==> config.mk <==
export PLATFORM = sky130hd
export DESIGN_NAME = leaky_bucket_activity_monitor
export DESIGN_NICKNAME = d
export VERILOG_FILES = /design/src/common/bucket_pkg.sv /design/src/logic/cycle_tick.sv /design/src/logic/leaky_bucket_activity_monitor.sv
export SDC_FILE = /design/constraint.sdc
export NUM_CORES = 1
export LEC_CHECK = 0
export BUFFER_PORTS_ARGS = -buffer_cell sky130_fd_sc_hd__buf_2
export CORE_ASPECT_RATIO = 1.2
export CORE_MARGIN = 2
export CORE_UTILIZATION = 43
export DETAILED_ROUTE_END_ITERATION = 10
export PLACE_DENSITY_LB_ADDON = 0.05
export SLEW_MARGIN = 10
export SYNTH_ARGS = -nofsm -noshare
export SYNTH_HDL_FRONTEND = slang
export SYNTH_SLANG_ARGS = --single-unit
export TNS_END_PERCENT = 10
==> constraint.sdc <==
create_clock -name sys_clk -period 4 [get_ports sys_clk]
set_input_delay 0.8 -clock sys_clk [delete_from_list [all_inputs] [get_ports sys_clk]]
set_output_delay 0.8 -clock sys_clk [all_outputs]
set_load 0.01 [all_outputs]
==> src/common/bucket_pkg.sv <==
package bucket_pkg;
  // Clock and evaluation cycle timing
  localparam int CLK_FREQ_HZ   = 10_000_000;
  localparam int CYCLE_TIME_MS = 128;
  localparam int CYCLE_CLKS    = CYCLE_TIME_MS * (CLK_FREQ_HZ / 1000);

  // Register offsets
  localparam logic [7:0] ADDR_DRAIN_RATE_CFG2 = 8'h58;
  localparam logic [7:0] ADDR_ALARM_SET_CFG3  = 8'h5c;

  // Reset values
  localparam logic [7:0] DRAIN_RATE_RESET = 8'h01;
  localparam logic [7:0] ALARM_SET_RESET  = 8'h06;

  // Drain rate field layout
  localparam int DRAIN_FIELD_LSB = 0;
  localparam int DRAIN_FIELD_W   = 2;
  localparam logic [7:0] DRAIN_FIELD_MASK = 8'h03;

  // Longest quiet span, in cycles
  localparam int MAX_DRAIN_SPAN = 8;
endpackage

==> src/logic/cycle_tick.sv <==
`timescale 1ns/1ps
module cycle_tick #(
  parameter int PERIOD = 16                    // Clocks per tick
) (
  input  wire logic sys_clk,                   // System clock
  input  wire logic resetn,                    // Async reset, active low
  output logic      tick                       // One-cycle pulse per period
);
  localparam int CW = (PERIOD > 1) ? $clog2(PERIOD) : 1;
  localparam logic [CW-1:0] LAST = CW'(PERIOD - 1);

  logic [CW-1:0] count_r;

  // Free-running period counter
  always_ff @(posedge sys_clk or negedge resetn) begin
    if (!resetn) begin
      count_r <= '0;
      tick    <= 1'b0;
    end else begin
      tick <= (count_r == LAST);
      if (count_r == LAST) begin
        count_r <= '0;
      end else begin
        count_r <= count_r + 1'b1;
      end
    end
  end
endmodule

==> src/logic/leaky_bucket_activity_monitor.sv <==
`timescale 1ns/1ps
// Overview of operation
// - Each 128 ms cycle in which a failure or erratic event was seen adds one to the bucket.
// - Each run of 1, 2, 4 or 8 event-free cycles, per the drain setting, takes one away.
// - Drain speed is thus the fill speed, or one half, quarter or eighth of it.
// - The inactivity alarm rises when the bucket reaches the alarm set level.
// - A raised alarm clears once the bucket falls to the lower threshold.
module leaky_bucket_activity_monitor #(
  parameter int CYCLE_CLKS = bucket_pkg::CYCLE_CLKS,  // Clocks per evaluation cycle
  parameter int LEVEL_W    = 8                        // Bucket width
) (
  input  wire logic               sys_clk,       // System clock, 10 MHz
  input  wire logic               resetn,        // Async reset, active low
  input  wire logic               failEvent,     // Input failed or erratic, pulse or level
  input  wire logic [LEVEL_W-1:0] lowerLevel,    // Alarm clearing level
  input  wire logic [LEVEL_W-1:0] bucketSize,    // Bucket fill cap
  input  wire logic [7:0]         regAddr,       // Register address
  input  wire logic               regWrEn,       // Register write strobe
  input  wire logic [7:0]         regWrData,     // Register write data
  output logic      [7:0]         regRdData_r,   // Registered read data
  output logic      [LEVEL_W-1:0] bucketLevel_r, // Current accumulator
  output logic                    alarm_r        // Inactivity alarm
);
  import bucket_pkg::*;

  logic [7:0] drainRate_r;
  logic [7:0] alarmSet_r;
  logic       failSeen_r;
  logic [3:0] quietCnt_r;
  logic [3:0] quietCnt_nxt;
  logic [3:0] drainSpan;
  logic       tick;
  logic       failNow;
  logic       drainNow;

  cycle_tick #(
    .PERIOD (CYCLE_CLKS)
  ) u_tick (
    .sys_clk (sys_clk),
    .resetn  (resetn),
    .tick    (tick)
  );

  // Register writes; unused drain bits are masked off
  always_ff @(posedge sys_clk or negedge resetn) begin
    if (!resetn) begin
      drainRate_r <= DRAIN_RATE_RESET;
      alarmSet_r  <= ALARM_SET_RESET;
    end else if (regWrEn) begin
      if (regAddr == ADDR_DRAIN_RATE_CFG2) begin
        drainRate_r <= regWrData & DRAIN_FIELD_MASK;
      end
      if (regAddr == ADDR_ALARM_SET_CFG3) begin
        alarmSet_r <= regWrData;
      end
    end
  end

  // Read mux, registered so the port is a flop; unmapped reads give zero
  always_ff @(posedge sys_clk or negedge resetn) begin
    if (!resetn) begin
      regRdData_r <= 8'h00;
    end else begin
      unique case (regAddr)
        ADDR_DRAIN_RATE_CFG2: regRdData_r <= drainRate_r & DRAIN_FIELD_MASK;
        ADDR_ALARM_SET_CFG3:  regRdData_r <= alarmSet_r;
        default:              regRdData_r <= 8'h00;
      endcase
    end
  end

  // Event latch; an event in the tick cycle counts now, so nothing is lost
  always_ff @(posedge sys_clk or negedge resetn) begin
    if (!resetn) begin
      failSeen_r <= 1'b0;
    end else if (tick) begin
      failSeen_r <= 1'b0;
    end else if (failEvent) begin
      failSeen_r <= 1'b1;
    end
  end

  // Drain span decode: 1, 2, 4 or 8 cycles
  assign drainSpan    = 4'h1 << drainRate_r[DRAIN_FIELD_LSB +: DRAIN_FIELD_W];
  assign failNow      = failSeen_r | failEvent;
  assign quietCnt_nxt = quietCnt_r + 4'h1;
  // Compare with >= so a lowered rate mid-span never leaves the count stuck
  assign drainNow     = tick && !failNow && (quietCnt_nxt >= drainSpan);

  // Quiet-cycle counter, restarted by any event
  always_ff @(posedge sys_clk or negedge resetn) begin
    if (!resetn) begin
      quietCnt_r <= 4'h0;
    end else if (tick) begin
      if (failNow || drainNow) begin
        quietCnt_r <= 4'h0;
      end else begin
        quietCnt_r <= quietCnt_nxt;
      end
    end
  end

  // Accumulator: fill capped by bucket size, drain floored at zero
  always_ff @(posedge sys_clk or negedge resetn) begin
    if (!resetn) begin
      bucketLevel_r <= '0;
    end else if (tick && failNow) begin
      if (bucketLevel_r < bucketSize) begin
        bucketLevel_r <= bucketLevel_r + 1'b1;
      end
    end else if (drainNow && (bucketLevel_r != '0)) begin
      bucketLevel_r <= bucketLevel_r - 1'b1;
    end
  end

  // Alarm with hysteresis; set level wins if thresholds overlap
  always_ff @(posedge sys_clk or negedge resetn) begin
    if (!resetn) begin
      alarm_r <= 1'b0;
    end else if (bucketLevel_r >= alarmSet_r[LEVEL_W-1:0]) begin
      alarm_r <= 1'b1;
    end else if (bucketLevel_r <= lowerLevel) begin
      alarm_r <= 1'b0;
    end
  end
endmodule

# Word-level counts from Yosys, hierarchy flattened
# Cells that the tools add are included.
totals:
  ff_bits: 54
  latchBits: 0
  ram_bits: 0
  romBits: 0
  input_bits: 36
  out_inout_bits: 17
  elab_cells: 46
  n_memories: 0
classes:
  n_addsub: 4
  multipliers: 0
  n_div: 0
  order_cmp: 4
  n_eq_ne: 4
  n_shift: 1
  n_mux: 10
  n_bitwise: 1
  n_reduce_logical: 13
ops:
  columns: ["cell", "count"]
  rows:
  - ["$mux W8", 3]
  - ["$add A21 B1 Y21 const B", 1]
  - ["$eq A21 B21 Y1 const B", 1]
  - ["$mux W21", 1]
  - ["$eq A8 B7 Y1 const B", 2]
  - ["$pmux W8 S2", 1]
  - ["$add A8 B1 Y8 const B", 1]
  - ["$ge A8 B8 Y1", 1]
  - ["$le A8 B8 Y1", 1]
  - ["$lt A8 B8 Y1", 1]
  - ["$reduce_bool A8 Y1", 1]
  - ["$sub A8 B1 Y8 const B", 1]
  - ["$reduce_and A2 Y1", 3]
  - ["$reduce_bool A2 Y1", 3]
  - ["$add A4 B1 Y4 const B", 1]
  - ["$ge A4 B4 Y1", 1]
  - ["$logic_and A1 B1 Y1", 4]
  - ["$mux W1", 4]
  - ["$mux W4", 1]
  - ["$shl A1 B2 Y4 const A", 1]
  - ["$ne A2 B1 Y1 const B", 1]
  - ["$logic_not A1 Y1", 1]
  - ["$logic_or A1 B1 Y1", 1]
  - ["$or A1 B1 Y1", 1]

# Longest topological paths before layout
logic_depth:
  word_depth: 7
  depth_mapped: 8
  ltp_nobuf: 8

# Cells and area by module
# From an unflattened synthesis, not the netlist that was laid out.
hier_totals:
  cells_unflattened: 307
  hier_area_um2: 3281.9
by_module_without_submodules:
  columns: ["mod", "n_inst", "cells_each", "area_each_um2"]
  rows:
  - ["leaky_bucket_activity_monitor", 1, 212, 2199.6]
  - ["cycle_tick", 1, 95, 1082.3]

# Worst setup path after synthesis
# OpenSTA, ideal clock, no wires.
synth_timing:
  path_type: "input-to-reg"
  from: "input port failEvent"
  to: "register bucketLevel_r[5]"
  setup_ns: 0.125
  arrival_ns: 2.876
  required_time_ns: 3.875
  setup_slack_ns: 0.999
  path_stages: 6
  n_path_buf: 0
  path_cell_list: "o21ai_0 -> ha_1 -> a211oi_1 -> o21ai_0 -> xor2_1 -> mux2_4"
synth_via:
  elab_chain_len: 7
  word_cells_on_any_way: 10
  cone_classes: "eq/ne: 1; mux: 1; bitwise: 1; reduce/logical: 7"
synth_lines:
  columns: ["item", "line_no", "text"]
  rows:
  - ["start, declared", "leaky_bucket_activity_monitor.sv:14", "input wire logic failEvent,"]
  - ["$or A1 B1 Y1 (*)", "leaky_bucket_activity_monitor.sv:85", "assign failNow = failSeen_r | failEvent;"]
  - ["$logic_not A1 Y1", "leaky_bucket_activity_monitor.sv:88", "assign drainNow = tick && !failNow && (quietCnt_nxt >= drainSpan);"]
  - ["$logic_and A1 B1 Y1 (2 in a row)", "leaky_bucket_activity_monitor.sv:88", null]
  - ["$logic_and A1 B1 Y1", "leaky_bucket_activity_monitor.sv:111", "end else if (drainNow && (bucketLevel_r != '0)) begin"]
  - ["$reduce_bool A2 Y1 (no source line)", null, null]
  - ["$reduce_and A2 Y1 (no source line)", null, null]
  - ["end signal, assigned", "leaky_bucket_activity_monitor.sv:109", "bucketLevel_r <= bucketLevel_r + 1'b1;"]
  - ["end signal, assigned", "leaky_bucket_activity_monitor.sv:112", "bucketLevel_r <= bucketLevel_r - 1'b1;"]
  - ["end, declared", "leaky_bucket_activity_monitor.sv:21", "output logic [LEVEL_W-1:0] bucketLevel_r,"]
# Mark *: on every way between the ends. The rest lies on a longest branch, timed or not.
# A chain may end at the register's enable or synchronous reset.

# Worst setup path after layout
layout_timing:
  from: "register quietCnt_r[0]"
  to: "register quietCnt_r[0]"
layout_via:
  elab_chain_len: 5
layout_lines:
  columns: ["item", "line_no", "text"]
  rows:
  - ["start, declared", "leaky_bucket_activity_monitor.sv:29", "logic [3:0] quietCnt_r;"]
  - ["start signal, assigned", "leaky_bucket_activity_monitor.sv:98", "quietCnt_r <= quietCnt_nxt;"]
  - ["$add A4 B1 Y4 (*)", "leaky_bucket_activity_monitor.sv:86", "assign quietCnt_nxt = quietCnt_r + 4'h1;"]
  - ["$ge A4 B4 Y1", "leaky_bucket_activity_monitor.sv:88", null]
  - ["$logic_and A1 B1 Y1", "leaky_bucket_activity_monitor.sv:88", null]
  - ["$logic_or A1 B1 Y1", "leaky_bucket_activity_monitor.sv:95", "if (failNow || drainNow) begin"]
  - ["$mux W4 (*)", "leaky_bucket_activity_monitor.sv:95", null]
# Marks and branches as above.

==> reports/results.txt <==
Clock root cell - clkbuf_8
Net Sw Power - 0.2369 mW
Diodes inserted - 0
IO Port Bufs - 52
Final critical-path share of the clock period - 60.53%
Synth Instances - 297
Die outline width - 82.62 microns
Worst-Skew Late Latency - 0.31 ns
Hold wc startpoint - u_tick.count_r[18]$_DFF_PN0_
Routability congestion estimate - 0.7450
Critical path data arrival time - 2.68 ns
RSZ-0062 raised after global routing - no
Register bit total from synthesis - 54
Crit-path cells - ha_1 -> xor2_1 -> ha_1 -> o21a_1 -> nor2_1 -> a21oi_1 -> nor4_1 -> mux2_2
Crit path largest cell delay - 0.56 ns
Fraction of layout cells with a size suffix above 1 - 25.14%
Clk slew on worst S/H paths - 0.11 ns
Clock Sinks - 54
Fmax - 413.0 MHz
Initial DRC Count - 30
Crit-path slowest cell - nor4_1
Die ar. - 8125 sq um
Rows - 34
Unique masters post-synth - 42
Max cap viols - 0
Worst slew pin tran - 0.7254 ns
Die Y - 98.34 microns
Critical path's top delay family - simple AND/OR/NAND/NOR gates
Warnings from Yosys - 0
Worst-case reg-to-reg path depth - 8
Leak - 1.888 nW
Worst path buffer plus inverter count - 0
Clock network fraction of total power - 33.7%
Worst vdd ir - 193.4 uV
R2R Setup Slk - 1.58 ns
Num CTS Buffers - 5
Outcome - complete, no violations
DR pass1 iterations - 4
Hold Violations, Final - 0
Worst r2r dst - quietCnt_r[0]$_DFFE_PN0P_
GRT Total Usage - 17.02%
Max Slew Vio Count - 0
Crit Path Class - register to register
Switching part of the total - 24.73%
Netlist Area Pre-Place - 3189 sq um
Avg Inst Size Synth - 10.74 sq um
Effective utilization at floorplan - 44.10%
Initial antenna violation count - 0
Top-Level Pins - 53
Via/cell ratio - 5.194
Layout Utilization - 50.71%
Crit Path Max Fanout - 4
Ys async rst share - 100.0%
CP most frequent cell - ha_1
Crit path launch type - register
WHS Path Cells - 1
Placed Area - 3570 sq um
Post-cts sizing count - 0
Pin count of the biggest net entering global routing - 32
DR vias - 2327
Crit end category - register
Syn Nets - 369
Register share of total power - 58.5%
Min Tclk post-route - 2.421 ns
Clock tree from TritonCTS - built
DPL Wire Length - 4981 microns
Post-DRT Antenna Nets - 0
Cell area after layout - 3667 sq um
Synth top area cells - dfrtp_1 40%, ha_1 14%, mux2_2 3.9%
Post-CTS setup buffers - 0
First-pass GRT wire length - 10590 microns
Most instantiated cells after synthesis - 51 x dfrtp_1, 35 x ha_1, 28 x inv_1
Worst min path class - register to register
Synth-to-layout area growth - 14.99%
Worst EP required - 4.26 ns
Internal Power - 0.7210 mW
Fillcell total - 720
Yosys top cell by area - dfrtp_1
Worst slew margin - 51.19%
Comb pwr share - 7.9%
Worst Hold Endpoint - u_tick.count_r[18]$_DFF_PN0_
Core area - 7232 sq um
R2r startpoint - quietCnt_r[0]$_DFFE_PN0P_
Setup TNS Final - 0 ns
Post-CTS Hold Buffers - 0
Routed WL per cell - 14.30 microns
Number of global-route vias before repair - 2317
Most common cell in the synthesized netlist - dfrtp_1
Htree depth - 2
Area fraction of the dominant cell type after synthesis - 40.02%
DRC violations left - 0
Most used flip-flop cell after synthesis - dfrtp_1
Final number of setup-violating endpoints - 0
Seq/Total Area, Yosys - 42.49%
Nets@finish - 429
Final Skew - 0.01191 ns
Remaining global-route overflow - 0
Pwr per Cell Area - 261.2 nW/um^2
Max Buffers Root-to-Sink - 2
Routed wire length - 6408 microns
EDFF count, synth - 0
-- layer usage --
layer  vias up  part of all wire, %  track usage [%]
li1       1179                    -                -
met1      1113                   42            19.06
met2        30                   54            32.63
met3         5                  3.1            3.235
met4         0                 0.86            3.026
met5         -                    0                0
-- metrics by stage --
stage,worst slack (ns),cells,total power [mW],hold WS (ns)
finish,1.579,448,0.9579,0.4898
global route,1.418,448,1.011,0.5268
CTS,1.574,448,0.9762,0.4939
detailed placement,1.362,440,0.6483,0.4740
global placement,1.403,440,0.6461,0.4777
floorplan,0.9986,297,0.6066,0.4502
-- worst max path at each step --
stage | slack, ns | from | endpoint | cells past startpoint
6_report | 1.58 | quietCnt_r[0]$_DFFE_PN0P_ | quietCnt_r[0]$_DFFE_PN0P_ | 8
5_1_grt | 1.42 | quietCnt_r[0]$_DFFE_PN0P_ | quietCnt_r[0]$_DFFE_PN0P_ | 8
4_1_cts | 1.57 | quietCnt_r[0]$_DFFE_PN0P_ | quietCnt_r[0]$_DFFE_PN0P_ | 8
3_5_place_dp | 1.36 | bucketSize[5] | bucketLevel_r[4]$_DFFE_PN0P_ | 8
3_3_place_gp | 1.40 | bucketSize[2] | bucketLevel_r[1]$_DFFE_PN0P_ | 8
2_1_floorplan | 1.0 | failEvent | bucketLevel_r[5]$_DFFE_PN0P_ | 6
-- cell families (layout without fill, tap and decap cells) --
kind of cell | Yosys count | after routing | share of synthesized area, %
fa+ha+maj | 36 | 36 | 14.36
mux | 17 | 17 | 6.709
xor+xnor | 25 | 25 | 6.865
compound gates | 48 | 48 | 11.22
flops | 54 | 54 | 42.49
simple gates | 88 | 88 | 14.83
buf+inv | 29 | 90 | 3.531
-- power groups by stage --
stage	Sequential [mW]	Combinational (mW)	Clock [mW]
6_report	0.560	0.0753	0.323
3_5_place_dp	0.571	0.0775	0
4_1_cts	0.560	0.0780	0.338
2_1_floorplan	0.571	0.0359	0
3_3_place_gp	0.570	0.0756	0
5_1_grt	0.562	0.0891	0.361
-- layout make-up --
cell class	count	area [sq um]	area share, %
Timing Repair Buffer	54	275.3	7.506
Clock buffer	5	68.82	1.876
Inverter	28	105.1	2.866
Tap cell	90	112.6	3.071
Clock inverter	3	28.78	0.7847
Sequential cell	54	1355	36.95
Multi-Input combinational cell	214	1722	46.95
-- sequential cells by signal, indices dropped and copies added, names as in the netlist --
name,flops
failSeen_r,1
alarm_r,1
bucketLevel_r,8
quietCnt_r,4
regRdData_r,8
drainRate_r,2
u_tick.tick,1
u_tick.count_r,21
alarmSet_r,8
-- cells in the final DEF, fill, tap and decap left out, types with 6 or more instances in the layout --
| master | synthesis | final |
|---|---|---|
| a21oi_1 | 8 | 8 |
| buf_2 | 0 | 52 |
| dfrtp_1 | 51 | 51 |
| ha_1 | 35 | 35 |
| inv_1 | 28 | 28 |
| mux2_2 | 11 | 11 |
| mux2_4 | 6 | 6 |
| nand2_1 | 13 | 13 |
| nand3_1 | 8 | 8 |
| nand4_1 | 10 | 10 |
| nor2_1 | 23 | 23 |
| nor3_1 | 10 | 10 |
| o211ai_1 | 6 | 6 |
| o21ai_0 | 9 | 9 |
| xnor2_1 | 13 | 13 |
| xor2_1 | 12 | 12 |
No activity file was read; power rests on OpenSTA's default activity.
